==> src/rtl/pwm_deadband_pkg.sv <==
/*
 * Constants for the three-phase PWM output stage: register map, field
 * positions, reset values and action-control codes.
 * Assumes a 16-bit register port with one-cycle read latency.
 */
package pwm_deadband_pkg;

    localparam int unsigned DATA_W = 16;
    localparam int unsigned ADDR_W = 4;

    // Register offsets (word addresses on the plain port)
    localparam logic [3:0] ADDR_ACTION = 4'h0;
    localparam logic [3:0] ADDR_DEADBAND = 4'h1;
    localparam logic [3:0] ADDR_CMP1 = 4'h2;
    localparam logic [3:0] ADDR_CMP2 = 4'h3;
    localparam logic [3:0] ADDR_CMP3 = 4'h4;
    localparam logic [3:0] ADDR_COMPARE_CTL = 4'h5;
    localparam logic [3:0] ADDR_TIMER1_CTL = 4'h6;
    localparam logic [3:0] ADDR_TIMER1_PERIOD = 4'h7;
    localparam logic [3:0] ADDR_STATUS = 4'h8;

    // Dead-band control fields
    localparam int unsigned DB_PERIOD_LSB = 8;
    localparam int unsigned DB_ENABLE_LSB = 5;
    localparam int unsigned DB_PRESCALE_LSB = 2;
    localparam logic [15:0] DB_WRITE_MASK = 16'h0ffc;

    // Compare control fields
    localparam int unsigned CC_COMPARE_EN_BIT = 15;
    localparam int unsigned CC_OUT_EN_HI_BIT = 9;
    localparam int unsigned CC_OUT_EN_LO_BIT = 8;
    localparam logic [15:0] CC_WRITE_MASK = 16'h8300;

    // Timer 1 control fields
    localparam int unsigned T1_RUN_BIT = 6;
    localparam logic [15:0] T1_WRITE_MASK = 16'h0040;

    // Action-control field: two bits per pin, pin 1 in bits 1:0
    localparam int unsigned ACT_W = 2;
    localparam logic [15:0] ACT_WRITE_MASK = 16'h0fff;

    // Status fields
    localparam int unsigned ST_FAULT_MASK_BIT = 0;
    localparam int unsigned ST_FAULT_LATCH_BIT = 1;

    localparam logic [15:0] RESET_ZERO = 16'h0000;
    localparam logic [15:0] RESET_PERIOD = 16'hffff;
    localparam int unsigned PRESCALE_MAX_CODE = 5;

    typedef enum logic [1:0] {
        ACT_FORCE_LOW = 2'h0,
        ACT_ACTIVE_LOW = 2'h1,
        ACT_ACTIVE_HIGH = 2'h2,
        ACT_FORCE_HIGH = 2'h3
    } action_type;

    typedef enum logic [2:0] {
        DB_BOTH_OFF = 3'h1,
        DB_WAIT = 3'h2,
        DB_ON = 3'h4
    } db_state_type;

endpackage : pwm_deadband_pkg

==> src/rtl/deadband_channel.sv <==
/*
 * One dead-band channel: splits a phase waveform into a high-side and
 * low-side pair that cannot overlap while enabled; disabled, both copy it.
 * Assumes its own prescale tick and a shared period value from the parent.
 */
`timescale 1ns/1ps
module deadband_channel
    import pwm_deadband_pkg::*;
(
    input wire logic clk,
    input wire logic rst_b,
    input wire logic enable,
    input wire logic tick,
    input wire logic [3:0] period,
    input wire logic phase_in,
    output logic phase_high,
    output logic phase_low
);

    db_state_type state_r;
    logic [3:0] count_r;
    logic target_r;

    // Target side follows the phase; the new side turns on only after
    // the delay has elapsed with both sides off.
    always_ff @(posedge clk or negedge rst_b) begin
        if (!rst_b) begin
            state_r <= DB_BOTH_OFF;
            count_r <= 4'h0;
            target_r <= 1'b0;
        end else if (!enable) begin
            state_r <= DB_ON;
            count_r <= 4'h0;
            target_r <= phase_in;
        end else begin
            unique case (state_r)
                DB_BOTH_OFF: begin
                    target_r <= phase_in;
                    count_r <= period;
                    state_r <= DB_WAIT;
                end
                DB_WAIT: begin
                    if (phase_in != target_r) begin
                        target_r <= phase_in;
                        count_r <= period;
                    end else if (count_r == 4'h0) begin
                        state_r <= DB_ON;
                    end else if (tick) begin
                        count_r <= count_r - 4'h1;
                    end
                end
                DB_ON: begin
                    if (phase_in != target_r) begin
                        target_r <= phase_in;
                        count_r <= period;
                        state_r <= DB_WAIT;
                    end
                end
                default: begin
                    state_r <= DB_BOTH_OFF;
                end
            endcase
        end
    end

    // Both sides low while waiting, so an enabled pair can never overlap
    always_comb begin
        if (!enable) begin
            phase_high = phase_in;
            phase_low = phase_in;
        end else begin
            phase_high = (state_r == DB_ON) && target_r;
            phase_low = (state_r == DB_ON) && !target_r;
        end
    end

endmodule : deadband_channel

==> src/rtl/pwm_deadband_output_logic.sv <==
/*
 * PWM output stage: timer 1, three compare units, dead-band, output
 * polarity/forcing and high-impedance control of six pins.
 * Assumes a simple register port (write strobe, read strobe, data one
 * cycle later) and an active-low protect input synchronous to clk.
 */
// What this block does
// - With dead-band enabled and active-high actions, upper and lower outputs of a pair never both on.
// - Non-overlap holds for dead-band above duty and at 0% or 100% duty.
// - With dead-band enabled, pair is not forced inactive at period end.
// - Each pin selects active low, active high, forced low or forced high.
// - Output logic sets each of the six pin levels on compare match.
// - Clearing compare-control bits 9 and 8 tri-states all six pins.
// - Protect input low while unmasked tri-states all six pins.
// - Any reset puts all six pins in high impedance.
// - Protect fault and reset override compare and action settings.
// - Output logic uses dead-band pair, match, action bits, fault, reset.
// - Compare value matched against timer continuously toggles output.
// - Period end gives the opposite transition.
// - Timer period is carrier period; one pulse per period.
// - Three compare units on timer 1 give three pairs, complementary when dead-band is enabled.
// - Dead-band length is period value times prescale divisor in clocks.
// - Prescale codes 0..5 divide by 1..32; higher codes divide by 32.
// - Dead-band disabled: both outputs copy the phase input.
`timescale 1ns/1ps
module pwm_deadband_output_logic
    import pwm_deadband_pkg::*;
(
    input wire logic clk,
    input wire logic rst_b,
    input wire logic [3:0] reg_addr,
    input wire logic [15:0] reg_wdata,
    input wire logic reg_wr,
    input wire logic reg_rd,
    output logic [15:0] reg_rdata,
    input wire logic power_drive_protect_n,
    output logic [5:0] pwm_output_pin,
    output logic [5:0] pwm_output_oe
);

    logic [15:0] compare_action_control_r;
    logic [15:0] deadband_timer_control_r;
    logic [15:0] compare_value_reg_r [3];
    logic [15:0] compare_shadow_r [3];
    logic [15:0] compare_control_reg_r;
    logic [15:0] timer1_control_reg_r;
    logic [15:0] timer1_period_r;
    logic [15:0] timer1_count_r;
    logic fault_mask_r;
    logic fault_latch_r;
    logic [2:0] waveform_phase_in_r;
    logic [4:0] prescale_count_r [3];
    logic [4:0] prescale_limit;
    logic [2:0] prescale_tick;
    logic [2:0] phase_seen_r;
    logic timer_run;
    logic period_end;
    logic [2:0] compare_match;
    logic [2:0] deadband_phase_high;
    logic [2:0] deadband_phase_low;
    logic [5:0] pair_level;
    logic outputs_enabled;
    logic [15:0] rdata_nxt;

    assign timer_run = timer1_control_reg_r[T1_RUN_BIT];
    assign period_end = timer_run && (timer1_count_r == timer1_period_r);

    // Register writes; compare values go to a shadow loaded at period end
    always_ff @(posedge clk or negedge rst_b) begin
        if (!rst_b) begin
            compare_action_control_r <= RESET_ZERO;
            deadband_timer_control_r <= RESET_ZERO;
            compare_control_reg_r <= RESET_ZERO;
            timer1_control_reg_r <= RESET_ZERO;
            timer1_period_r <= RESET_PERIOD;
            fault_mask_r <= 1'b0;
            for (int i = 0; i < 3; i++) begin
                compare_value_reg_r[i] <= RESET_ZERO;
            end
        end else if (reg_wr) begin
            unique case (reg_addr)
                ADDR_ACTION: compare_action_control_r <= reg_wdata & ACT_WRITE_MASK;
                ADDR_DEADBAND: deadband_timer_control_r <= reg_wdata & DB_WRITE_MASK;
                ADDR_CMP1: compare_value_reg_r[0] <= reg_wdata;
                ADDR_CMP2: compare_value_reg_r[1] <= reg_wdata;
                ADDR_CMP3: compare_value_reg_r[2] <= reg_wdata;
                ADDR_COMPARE_CTL: compare_control_reg_r <= reg_wdata & CC_WRITE_MASK;
                ADDR_TIMER1_CTL: timer1_control_reg_r <= reg_wdata & T1_WRITE_MASK;
                ADDR_TIMER1_PERIOD: timer1_period_r <= reg_wdata;
                ADDR_STATUS: fault_mask_r <= reg_wdata[ST_FAULT_MASK_BIT];
                default: begin
                end
            endcase
        end
    end

    // Timer 1 counts up and wraps at the period: one carrier period
    always_ff @(posedge clk or negedge rst_b) begin
        if (!rst_b) begin
            timer1_count_r <= RESET_ZERO;
        end else if (!timer_run) begin
            timer1_count_r <= RESET_ZERO;
        end else if (period_end) begin
            timer1_count_r <= RESET_ZERO;
        end else begin
            timer1_count_r <= timer1_count_r + 16'h0001;
        end
    end

    always_ff @(posedge clk or negedge rst_b) begin
        if (!rst_b) begin
            for (int i = 0; i < 3; i++) begin
                compare_shadow_r[i] <= RESET_ZERO;
            end
        end else if (!timer_run || period_end) begin
            for (int i = 0; i < 3; i++) begin
                compare_shadow_r[i] <= compare_value_reg_r[i];
            end
        end
    end

    // Phase goes high on match and low at period end: one pulse a period
    always_comb begin
        for (int i = 0; i < 3; i++) begin
            compare_match[i] = timer_run && compare_control_reg_r[CC_COMPARE_EN_BIT] &&
                (timer1_count_r == compare_shadow_r[i]);
        end
    end

    always_ff @(posedge clk or negedge rst_b) begin
        if (!rst_b) begin
            waveform_phase_in_r <= 3'h0;
        end else begin
            for (int i = 0; i < 3; i++) begin
                if (period_end || !compare_control_reg_r[CC_COMPARE_EN_BIT]) begin
                    waveform_phase_in_r[i] <= 1'b0;
                end else if (compare_match[i]) begin
                    waveform_phase_in_r[i] <= 1'b1;
                end
            end
        end
    end

    // Dead-band prescaler; codes above five clamp to divide by 32
    always_comb begin
        logic [2:0] code;
        code = deadband_timer_control_r[DB_PRESCALE_LSB +: 3];
        if (code > 3'(PRESCALE_MAX_CODE)) begin
            prescale_limit = 5'h1f;
        end else begin
            prescale_limit = 5'((6'h01 << code) - 6'h01);
        end
    end

    // One prescaler per channel, restarted on its phase change, so the
    // wait never falls short of period times divisor
    always_ff @(posedge clk or negedge rst_b) begin
        if (!rst_b) begin
            phase_seen_r <= 3'h0;
            for (int i = 0; i < 3; i++) begin
                prescale_count_r[i] <= 5'h00;
            end
        end else begin
            phase_seen_r <= waveform_phase_in_r;
            for (int i = 0; i < 3; i++) begin
                if (waveform_phase_in_r[i] != phase_seen_r[i]) begin
                    prescale_count_r[i] <= 5'h00;
                end else if (prescale_count_r[i] >= prescale_limit) begin
                    prescale_count_r[i] <= 5'h00;
                end else begin
                    prescale_count_r[i] <= prescale_count_r[i] + 5'h01;
                end
            end
        end
    end

    always_comb begin
        for (int i = 0; i < 3; i++) begin
            prescale_tick[i] = (prescale_count_r[i] >= prescale_limit);
        end
    end

    // Three dead-band channels; enabled channels never reset at period end
    for (genvar g = 0; g < 3; g++) begin : g_deadband
        deadband_channel u_channel (
            .clk(clk),
            .rst_b(rst_b),
            .enable(deadband_timer_control_r[DB_ENABLE_LSB + g]),
            .tick(prescale_tick[g]),
            .period(deadband_timer_control_r[DB_PERIOD_LSB +: 4]),
            .phase_in(waveform_phase_in_r[g]),
            .phase_high(deadband_phase_high[g]),
            .phase_low(deadband_phase_low[g])
        );
    end

    // Fault latch: protect low while unmasked; set wins over clear
    always_ff @(posedge clk or negedge rst_b) begin
        if (!rst_b) begin
            fault_latch_r <= 1'b0;
        end else if (fault_mask_r && !power_drive_protect_n) begin
            fault_latch_r <= 1'b1;
        end else if (reg_wr && reg_addr == ADDR_STATUS && reg_wdata[ST_FAULT_LATCH_BIT]) begin
            fault_latch_r <= 1'b0;
        end
    end

    assign outputs_enabled = compare_control_reg_r[CC_OUT_EN_HI_BIT] &&
        compare_control_reg_r[CC_OUT_EN_LO_BIT] && !fault_latch_r &&
        !(fault_mask_r && !power_drive_protect_n);

    // Action per pin applied to the dead-band pair
    always_comb begin
        for (int i = 0; i < 3; i++) begin
            pair_level[2 * i] = deadband_phase_high[i];
            pair_level[2 * i + 1] = deadband_phase_low[i];
        end
    end

    always_ff @(posedge clk or negedge rst_b) begin
        if (!rst_b) begin
            pwm_output_pin <= 6'h00;
            pwm_output_oe <= 6'h00;
        end else begin
            for (int p = 0; p < 6; p++) begin
                pwm_output_oe[p] <= outputs_enabled;
                unique case (action_type'(compare_action_control_r[ACT_W * p +: ACT_W]))
                    ACT_FORCE_LOW: pwm_output_pin[p] <= 1'b0;
                    ACT_ACTIVE_LOW: pwm_output_pin[p] <= !pair_level[p];
                    ACT_ACTIVE_HIGH: pwm_output_pin[p] <= pair_level[p];
                    ACT_FORCE_HIGH: pwm_output_pin[p] <= 1'b1;
                endcase
            end
        end
    end

    // Read path, data one cycle after the strobe
    always_comb begin
        unique case (reg_addr)
            ADDR_ACTION: rdata_nxt = compare_action_control_r;
            ADDR_DEADBAND: rdata_nxt = deadband_timer_control_r;
            ADDR_CMP1: rdata_nxt = compare_value_reg_r[0];
            ADDR_CMP2: rdata_nxt = compare_value_reg_r[1];
            ADDR_CMP3: rdata_nxt = compare_value_reg_r[2];
            ADDR_COMPARE_CTL: rdata_nxt = compare_control_reg_r;
            ADDR_TIMER1_CTL: rdata_nxt = timer1_control_reg_r;
            ADDR_TIMER1_PERIOD: rdata_nxt = timer1_period_r;
            ADDR_STATUS: rdata_nxt = {13'h0000, !power_drive_protect_n, fault_latch_r, fault_mask_r};
            default: rdata_nxt = RESET_ZERO;
        endcase
    end

    always_ff @(posedge clk or negedge rst_b) begin
        if (!rst_b) begin
            reg_rdata <= RESET_ZERO;
        end else if (reg_rd) begin
            reg_rdata <= rdata_nxt;
        end else begin
            reg_rdata <= RESET_ZERO;
        end
    end

endmodule : pwm_deadband_output_logic

==> config.mk <==
export PLATFORM = sky130hd
export DESIGN_NAME = pwm_deadband_output_logic
export DESIGN_NICKNAME = d
export VERILOG_FILES = /design/src/rtl/pwm_deadband_pkg.sv /design/src/rtl/deadband_channel.sv /design/src/rtl/pwm_deadband_output_logic.sv
export SDC_FILE = /design/constraint.sdc
export NUM_CORES = 1
export LEC_CHECK = 0
export BUFFER_PORTS_ARGS = -buffer_cell sky130_fd_sc_hd__buf_2
export CORE_MARGIN = 2
export CORE_UTILIZATION = 50
export DETAILED_ROUTE_END_ITERATION = 10
export PLACE_DENSITY = 0.7
export SETUP_SLACK_MARGIN = 0.1
export SLEW_MARGIN = 20
export SYNTH_ARGS = -nofsm -noshare
export SYNTH_HDL_FRONTEND = slang
export SYNTH_SLANG_ARGS = --single-unit
==> constraint.sdc <==
create_clock -name clk -period 3 [get_ports clk]
set_input_delay 0.6 -clock clk [delete_from_list [all_inputs] [get_ports clk]]
set_output_delay 0.6 -clock clk [all_outputs]
set_load 0.05 [all_outputs]
# Word-level counts from Yosys, hierarchy flattened
# Index checks and enable logic that the tools add are counted.
[totals]
regBits = 224
input_bits = 25
output_inout_bits = 28
elab_cells = 256
[op_classes]
n_addsub = 8
order_cmp = 4
n_eq_ne = 69
shift = 1
muxes = 73
reduce_logical = 68
[op_table]
columns = ["op", "n"]
rows = [
  ["$pmux 16 s9", 1],
  ["$eq 16x16->1", 4],
  ["$mux 4", 15],
  ["$mux 16", 3],
  ["$mux 3", 12],
  ["$ne 3x2->1 const B", 12],
  ["$pmux 4 s3", 3],
  ["$mux 5", 7],
  ["$pmux 3 s3", 3],
  ["$eq 2x2->1 const B", 12],
  ["$pmux 1 s4", 6],
  ["$reduce_and 2->1", 12],
  ["$mux 1", 20],
  ["$logic_and 1x1->1", 17],
  ["$add 16x1->16 const B", 1],
  ["$eq 4x3->1 const B", 4],
  ["$logic_not 4->1", 4],
  ["$add 5x1->5 const B", 3],
  ["$ge 5x5->1", 3],
  ["$logic_not 1->1", 14],
  ["$eq 2x1->1 const B", 6],
  ["$logic_not 2->1", 6],
  ["$ne 4x1->1 const B", 3],
  ["$ne 4x2->1 const B", 3],
  ["other kinds (19)", 49],
]

# Longest topological paths before layout
[depth]
ltp_word = 9
mapped_depth = 13
ltp_nobuf = 12

# Modules after synthesis
# Synthesis repeated with hierarchy kept, for this count alone.
[hier_totals]
cells_unflattened = 917
area_unflattened_um2 = 11317.1
[by_module_without_submodules]
columns = ["module", "instances", "cells_per_inst", "area_each_um2", "seq_area_each_um2"]
rows = [
  ["pwm_deadband_output_logic", 1, 728, 9519.1, 5024.8],
  ["deadband_channel", 3, 63, 599.3, 201.4],
]

# Least setup slack after synthesis
# Ideal clock, no wire load.
[synth_path]
path_kind = "reg-to-reg"
start = "reg deadband_timer_control_r[4]"
end = "reg g_deadband[2].u_channel.count_r[0]"
setup_time_ps = 122
t_arrival_ps = 2939
required_ps = 2878
setup_slack_ps = -61
path_stages_with_launch = 13
path_buffers = 1
period_less_slack_ps = 3061
cell_sequence = "dfrtp_1 buf_2 or3_1 ha_1 mux2i_1 o22ai_1 ha_1 a21oi_1 o21ai_0 maj3_1 a31o_2 a22o_1 a32o_1"
[synth_via]
elab_chain_cells = 6
word_cells_on_any_way = 7
classes_between = "add/sub: 1; order compare: 2; eq/ne: 1; shift: 1; mux: 1; reduce/logical: 1"
[synth_lines]
columns = ["item", "line_no", "text"]
rows = [
  ["start: declaration", "pwm_deadband_output_logic.sv:42", "logic [15:0] deadband_timer_control_r;"],
  ["start signal: assignment", "pwm_deadband_output_logic.sv:83", "ADDR_DEADBAND: deadband_timer_control_r <= reg_wdata & DB_WRITE_MASK;"],
  ["$shl 1x3->5", "pwm_deadband_output_logic.sv:151", "prescale_limit = 5'((6'h01 << code) - 6'h01);"],
  ["$sub 5x1->5", "pwm_deadband_output_logic.sv:151", ""],
  ["$mux 5 (*)", "pwm_deadband_output_logic.sv:148", "if (code > 3'(PRESCALE_MAX_CODE)) begin"],
  ["$ge 5x5->1 (*)", "pwm_deadband_output_logic.sv:179", "prescale_tick[i] = (prescale_count_r[i] >= prescale_limit);"],
  ["$ne 4x2->1 (no line) (*)", "--", ""],
  ["$reduce_and 4->1 (no line) (*)", "--", ""],
  ["end signal: assignment", "deadband_channel.sv:45", "count_r <= period;"],
  ["end signal: assignment", "deadband_channel.sv:49", "count_r <= count_r - 4'h1;"],
  ["end signal: assignment", "deadband_channel.sv:55", "count_r <= period;"],
  ["end: declaration", "deadband_channel.sv:21", "logic [3:0] count_r;"],
]
# Every way passes the cells marked *; elsewhere a longest branch is shown, timed or not.
# A chain may end at the register's enable or synchronous reset.

# Worst setup path in the final report
[layout_path]
start = "reg deadband_timer_control_r[2]"
end = "reg g_deadband[0].u_channel.count_r[2]"
[layout_via]
elab_chain_cells = 6
word_cells_on_any_way = 7
classes_between = "add/sub: 1; order compare: 2; eq/ne: 1; shift: 1; mux: 1; reduce/logical: 1"
[layout_lines]
columns = ["item", "line_no"]
rows = [
  ["$shl 1x3->5", "pwm_deadband_output_logic.sv:151"],
  ["$sub 5x1->5", "pwm_deadband_output_logic.sv:151"],
  ["$mux 5 (*)", "pwm_deadband_output_logic.sv:148"],
  ["$ge 5x5->1 (*)", "pwm_deadband_output_logic.sv:179"],
  ["$ne 4x2->1 (no line) (*)", "--"],
  ["$reduce_and 4->1 (no line) (*)", "--"],
  ["end signal: assignment", "deadband_channel.sv:45"],
  ["end signal: assignment", "deadband_channel.sv:49"],
  ["end signal: assignment", "deadband_channel.sv:55"],
  ["end: declaration", "deadband_channel.sv:21"],
]
# Marks and branches as above.

==> impl_metrics.yaml <==
status:
  status: "completed"
placement:
  io_buffers: 52
  place_inst: 1223
  post-place-ws_ns: 0.0950
  gp_congestion: 0.902
  post_dp_cell_area_um2: 11500
  hpwl_mm: 17.8
yosys:
  yosys.area.top_type_share_pct: 46.9
  synth-seq-cells: 224
  yosysSeqAreaShare_pct: 51.4
  netlist_top_cells_area: "dfrtp_1, mux2_2, dfstp_2"
  synth_top_cell_by_area: "dfrtp_1"
  ys.warnings.count: 0
  synth.cell_area_um2: 10900
  synth_flop_cell: "dfrtp_1"
  synth_edf_count: 0
  syn_area_per_cell_um2: 11.9
  netlist-cell-type-count: 67
  syn_inst: 922
  synth_nets: 967
  synthArstFlopShare_pct: 100
sta:
  setup_ws_ns: 0.112
  final-setup-viol-count: 0
  finalMaxSlewViolations: 0
  setup_tns_ns: 0
  hold_viol: 0
  relSlewSlack_pct: 43.6
  period_minus_slack_ns: 2.89
  finClkSkew_ns: 0.0213
  fmax_ghz: 0.346
  rsz0062_at_grt: "true"
  worst_slew_pin_slew_ns: 0.844
  period_share_pct: 96.3
clock_network:
  clk_latency_ns: 0.54
  htree_levels: 1
  cts-buffers-inserted: 25
  cts_tree: "built"
  root_buffer: "clkbuf_16"
  clockBufferDepth: 3
  cts.sinks: 224
  clk_pin_slew_ns: 0.06
finish:
  nFillCells: 1791
  areaGrowthSynthToFinish_pct: 15.2
  final_util_pct: 58.3
  multiInputGateArea_um2: 5080
  nets: 1024
  antenna_cells: 0
  finalInstanceArea_um2: 12600
  stdcell_count: 1278
  drive_above_1_share_pct: 33.4
  regArea_um2: 5630
setup_path:
  worst-path-max-fanout: 3
  worstSetupEndpointType: "flop"
  startpoint_type: "flop"
  crit_type: "reg2reg"
  worstPathArrival_ns: 3.29
  required_ns: 3.40
route:
  viasPerCell: 5.86
  routedWlPerCell_um: 20.3
  drt_iter0_markers: 394
  routed_wl_mm: 25.9
  final_antenna_net_count: 0
  dr.pass1.iters: 5
  drcViolationCount: 0
  dr_total_vias: 7486
global_route:
  grt_max_degree: 79
  track_usage_pct: 22.2
  grt_first_pass_wirelength_mm: 41.1
  grt_pass1_vias: 7556
  antenna_found_initial: 0
  grt-ovfl-total: 0
run:
  cap_violations: 0
power:
  powerDensity_nw_per_um2: 833
  p_seq_share_pct: 42.9
  combPwrFrac_pct: 26.6
  ir_worst_vdd_mv: 0.584
  swShare_pct: 31.9
  p_int_mw: 7.15
  leakage_nw: 5.50
  p_clk_share_pct: 30.5
  p_switching_mw: 3.35
floorplan:
  rows: 54
  core_area_um2: 21600
  initial_core_util_pct: 50.6
  dieArea_um2: 23100
  die_y_um: 152
  ios: 53
  die_w_um: 152
min_path:
  hold_class: "in2async"
==> what timing repair did <==
action	CTS	global route
endpoints found under the setup margin	2	15
pin swaps	1	22
hold buffers	0	0
setup buffers	1	8
gates resized for setup	3	24
==> metal layers <==
layer  GRT usage, %  vias up  routed length (µm)
met2           37.3      165               12700
li1               -     3425                   -
met5              0        -                   0
met1           29.4     3828               11100
met3           3.37       68                1070
met4           8.41        0                1020
==> cell type report <==
type	instances	share of cell area, %
Sequential cell	224	44.7
Multi-Input combinational cell	621	40.3
Clock buffer	33	5.68
Timing Repair Buffer	83	4.52
Tap cell	280	2.78
Clock inverter	13	1.32
Inverter	24	0.715
==> flip-flops by register name, indices dropped and copies added, names as in the netlist, 6 cells and up <==
register / count
compare_action_control_r: 12
compare_shadow_r: 48
compare_value_reg_r: 48
deadband_timer_control_r: 10
g_deadband.u_channel.count_r: 12
g_deadband.u_channel.state_r: 9
prescale_count_r: 15
pwm_output_pin: 6
reg_rdata: 16
timer1_count_r: 16
timer1_period_r: 16
==> critical path: stages (launching register included) <==
cell	delay (ns)
dfrtp_1	0.38
or3_4	0.39
ha_4	0.19
mux2i_4	0.19
o22ai_4	0.21
buf_6	0.14
ha_4	0.12
nand2b_1	0.13
o21ai_0	0.11
o22ai_2	0.19
a21oi_2	0.10
buf_4	0.15
buf_4	0.13
o31ai_1	0.23
o21ai_0	0.11
==> power groups by stage <==
stage	Combinational [mW]	Clock [mW]	Sequential, mW
CTS	2.60	3.26	4.49
global route	3.07	3.39	4.60
detailed placement	2.54	0	4.52
finish	2.79	3.21	4.51
floorplan	1.92	0	4.37
global placement	2.47	0	4.51
==> layout by cell type, fill, tap and decap left out, types with 24 or more instances in the layout <==
master / Yosys / layout
dfrtp_1: 205 / 205
mux2_2: 148 / 148
xnor2_1: 56 / 56
buf_2: 25 / 51
nor2_1: 50 / 49
a22oi_1: 39 / 39
xor2_1: 36 / 36
nand2_1: 36 / 35
clkbuf_16: 0 / 25
buf_4: 8 / 25
o21ai_0: 30 / 24
==> synthesized netlist by cell type, drive strengths merged (11+ instances only) <==
cell type	count
nand2	39
nor4	11
a31oi	16
a22oi	39
nand3	18
xnor2	56
dfstp	19
clkbuf	14
xor2	37
o21ai	31
dfrtp	205
mux2	148
a21oi	23
inv	24
buf	39
nor2	51
ha	20
nand4	15
nor3	11
==> path summary, 6_finish.rpt <==
kind,startpoint,to,slack (ns),cells after the start
setup / recovery,deadband_timer_control_r[2],g_deadband[0].u_channel.count_r[2],0.11,14
hold / removal,rst_b,pwm_output_oe[0],0.04,1
setup reg to reg,deadband_timer_control_r[2],g_deadband[0].u_channel.count_r[2],0.11,14
hold reg to reg,waveform_phase_in_r[0],phase_seen_r[0],0.49,0
max in group asynchronous,rst_b,g_deadband[2].u_channel.state_r[0],2.14,2
min in group clk,reg_wdata[12],compare_value_reg_r[28],0.33,2
==> through the flow <==
step	hold WS (ns)	power [mW]
2_1_floorplan	0.304	6.29
3_3_place_gp	0.474	6.98
3_5_place_dp	0.478	7.07
4_1_cts	0.0664	10.3
5_1_grt	0.0860	11.1
6_report	0.0437	10.5
==> cell families (layout without fill, tap and decap cells) <==
kind of cell	count (synthesis)	after routing	share of synthesized area, %
adder cells (fa/ha/maj)	21	21	2.38
AND/OR/NAND/NOR	198	198	9.75
multiplexers	151	151	15.5
buffers and inverters	77	153	3.61
XOR/XNOR	93	93	7.51
flip-flops	224	224	51.4
AO/OA/AOI/OAI	158	158	9.81
(Power assumes the default switching activity.)
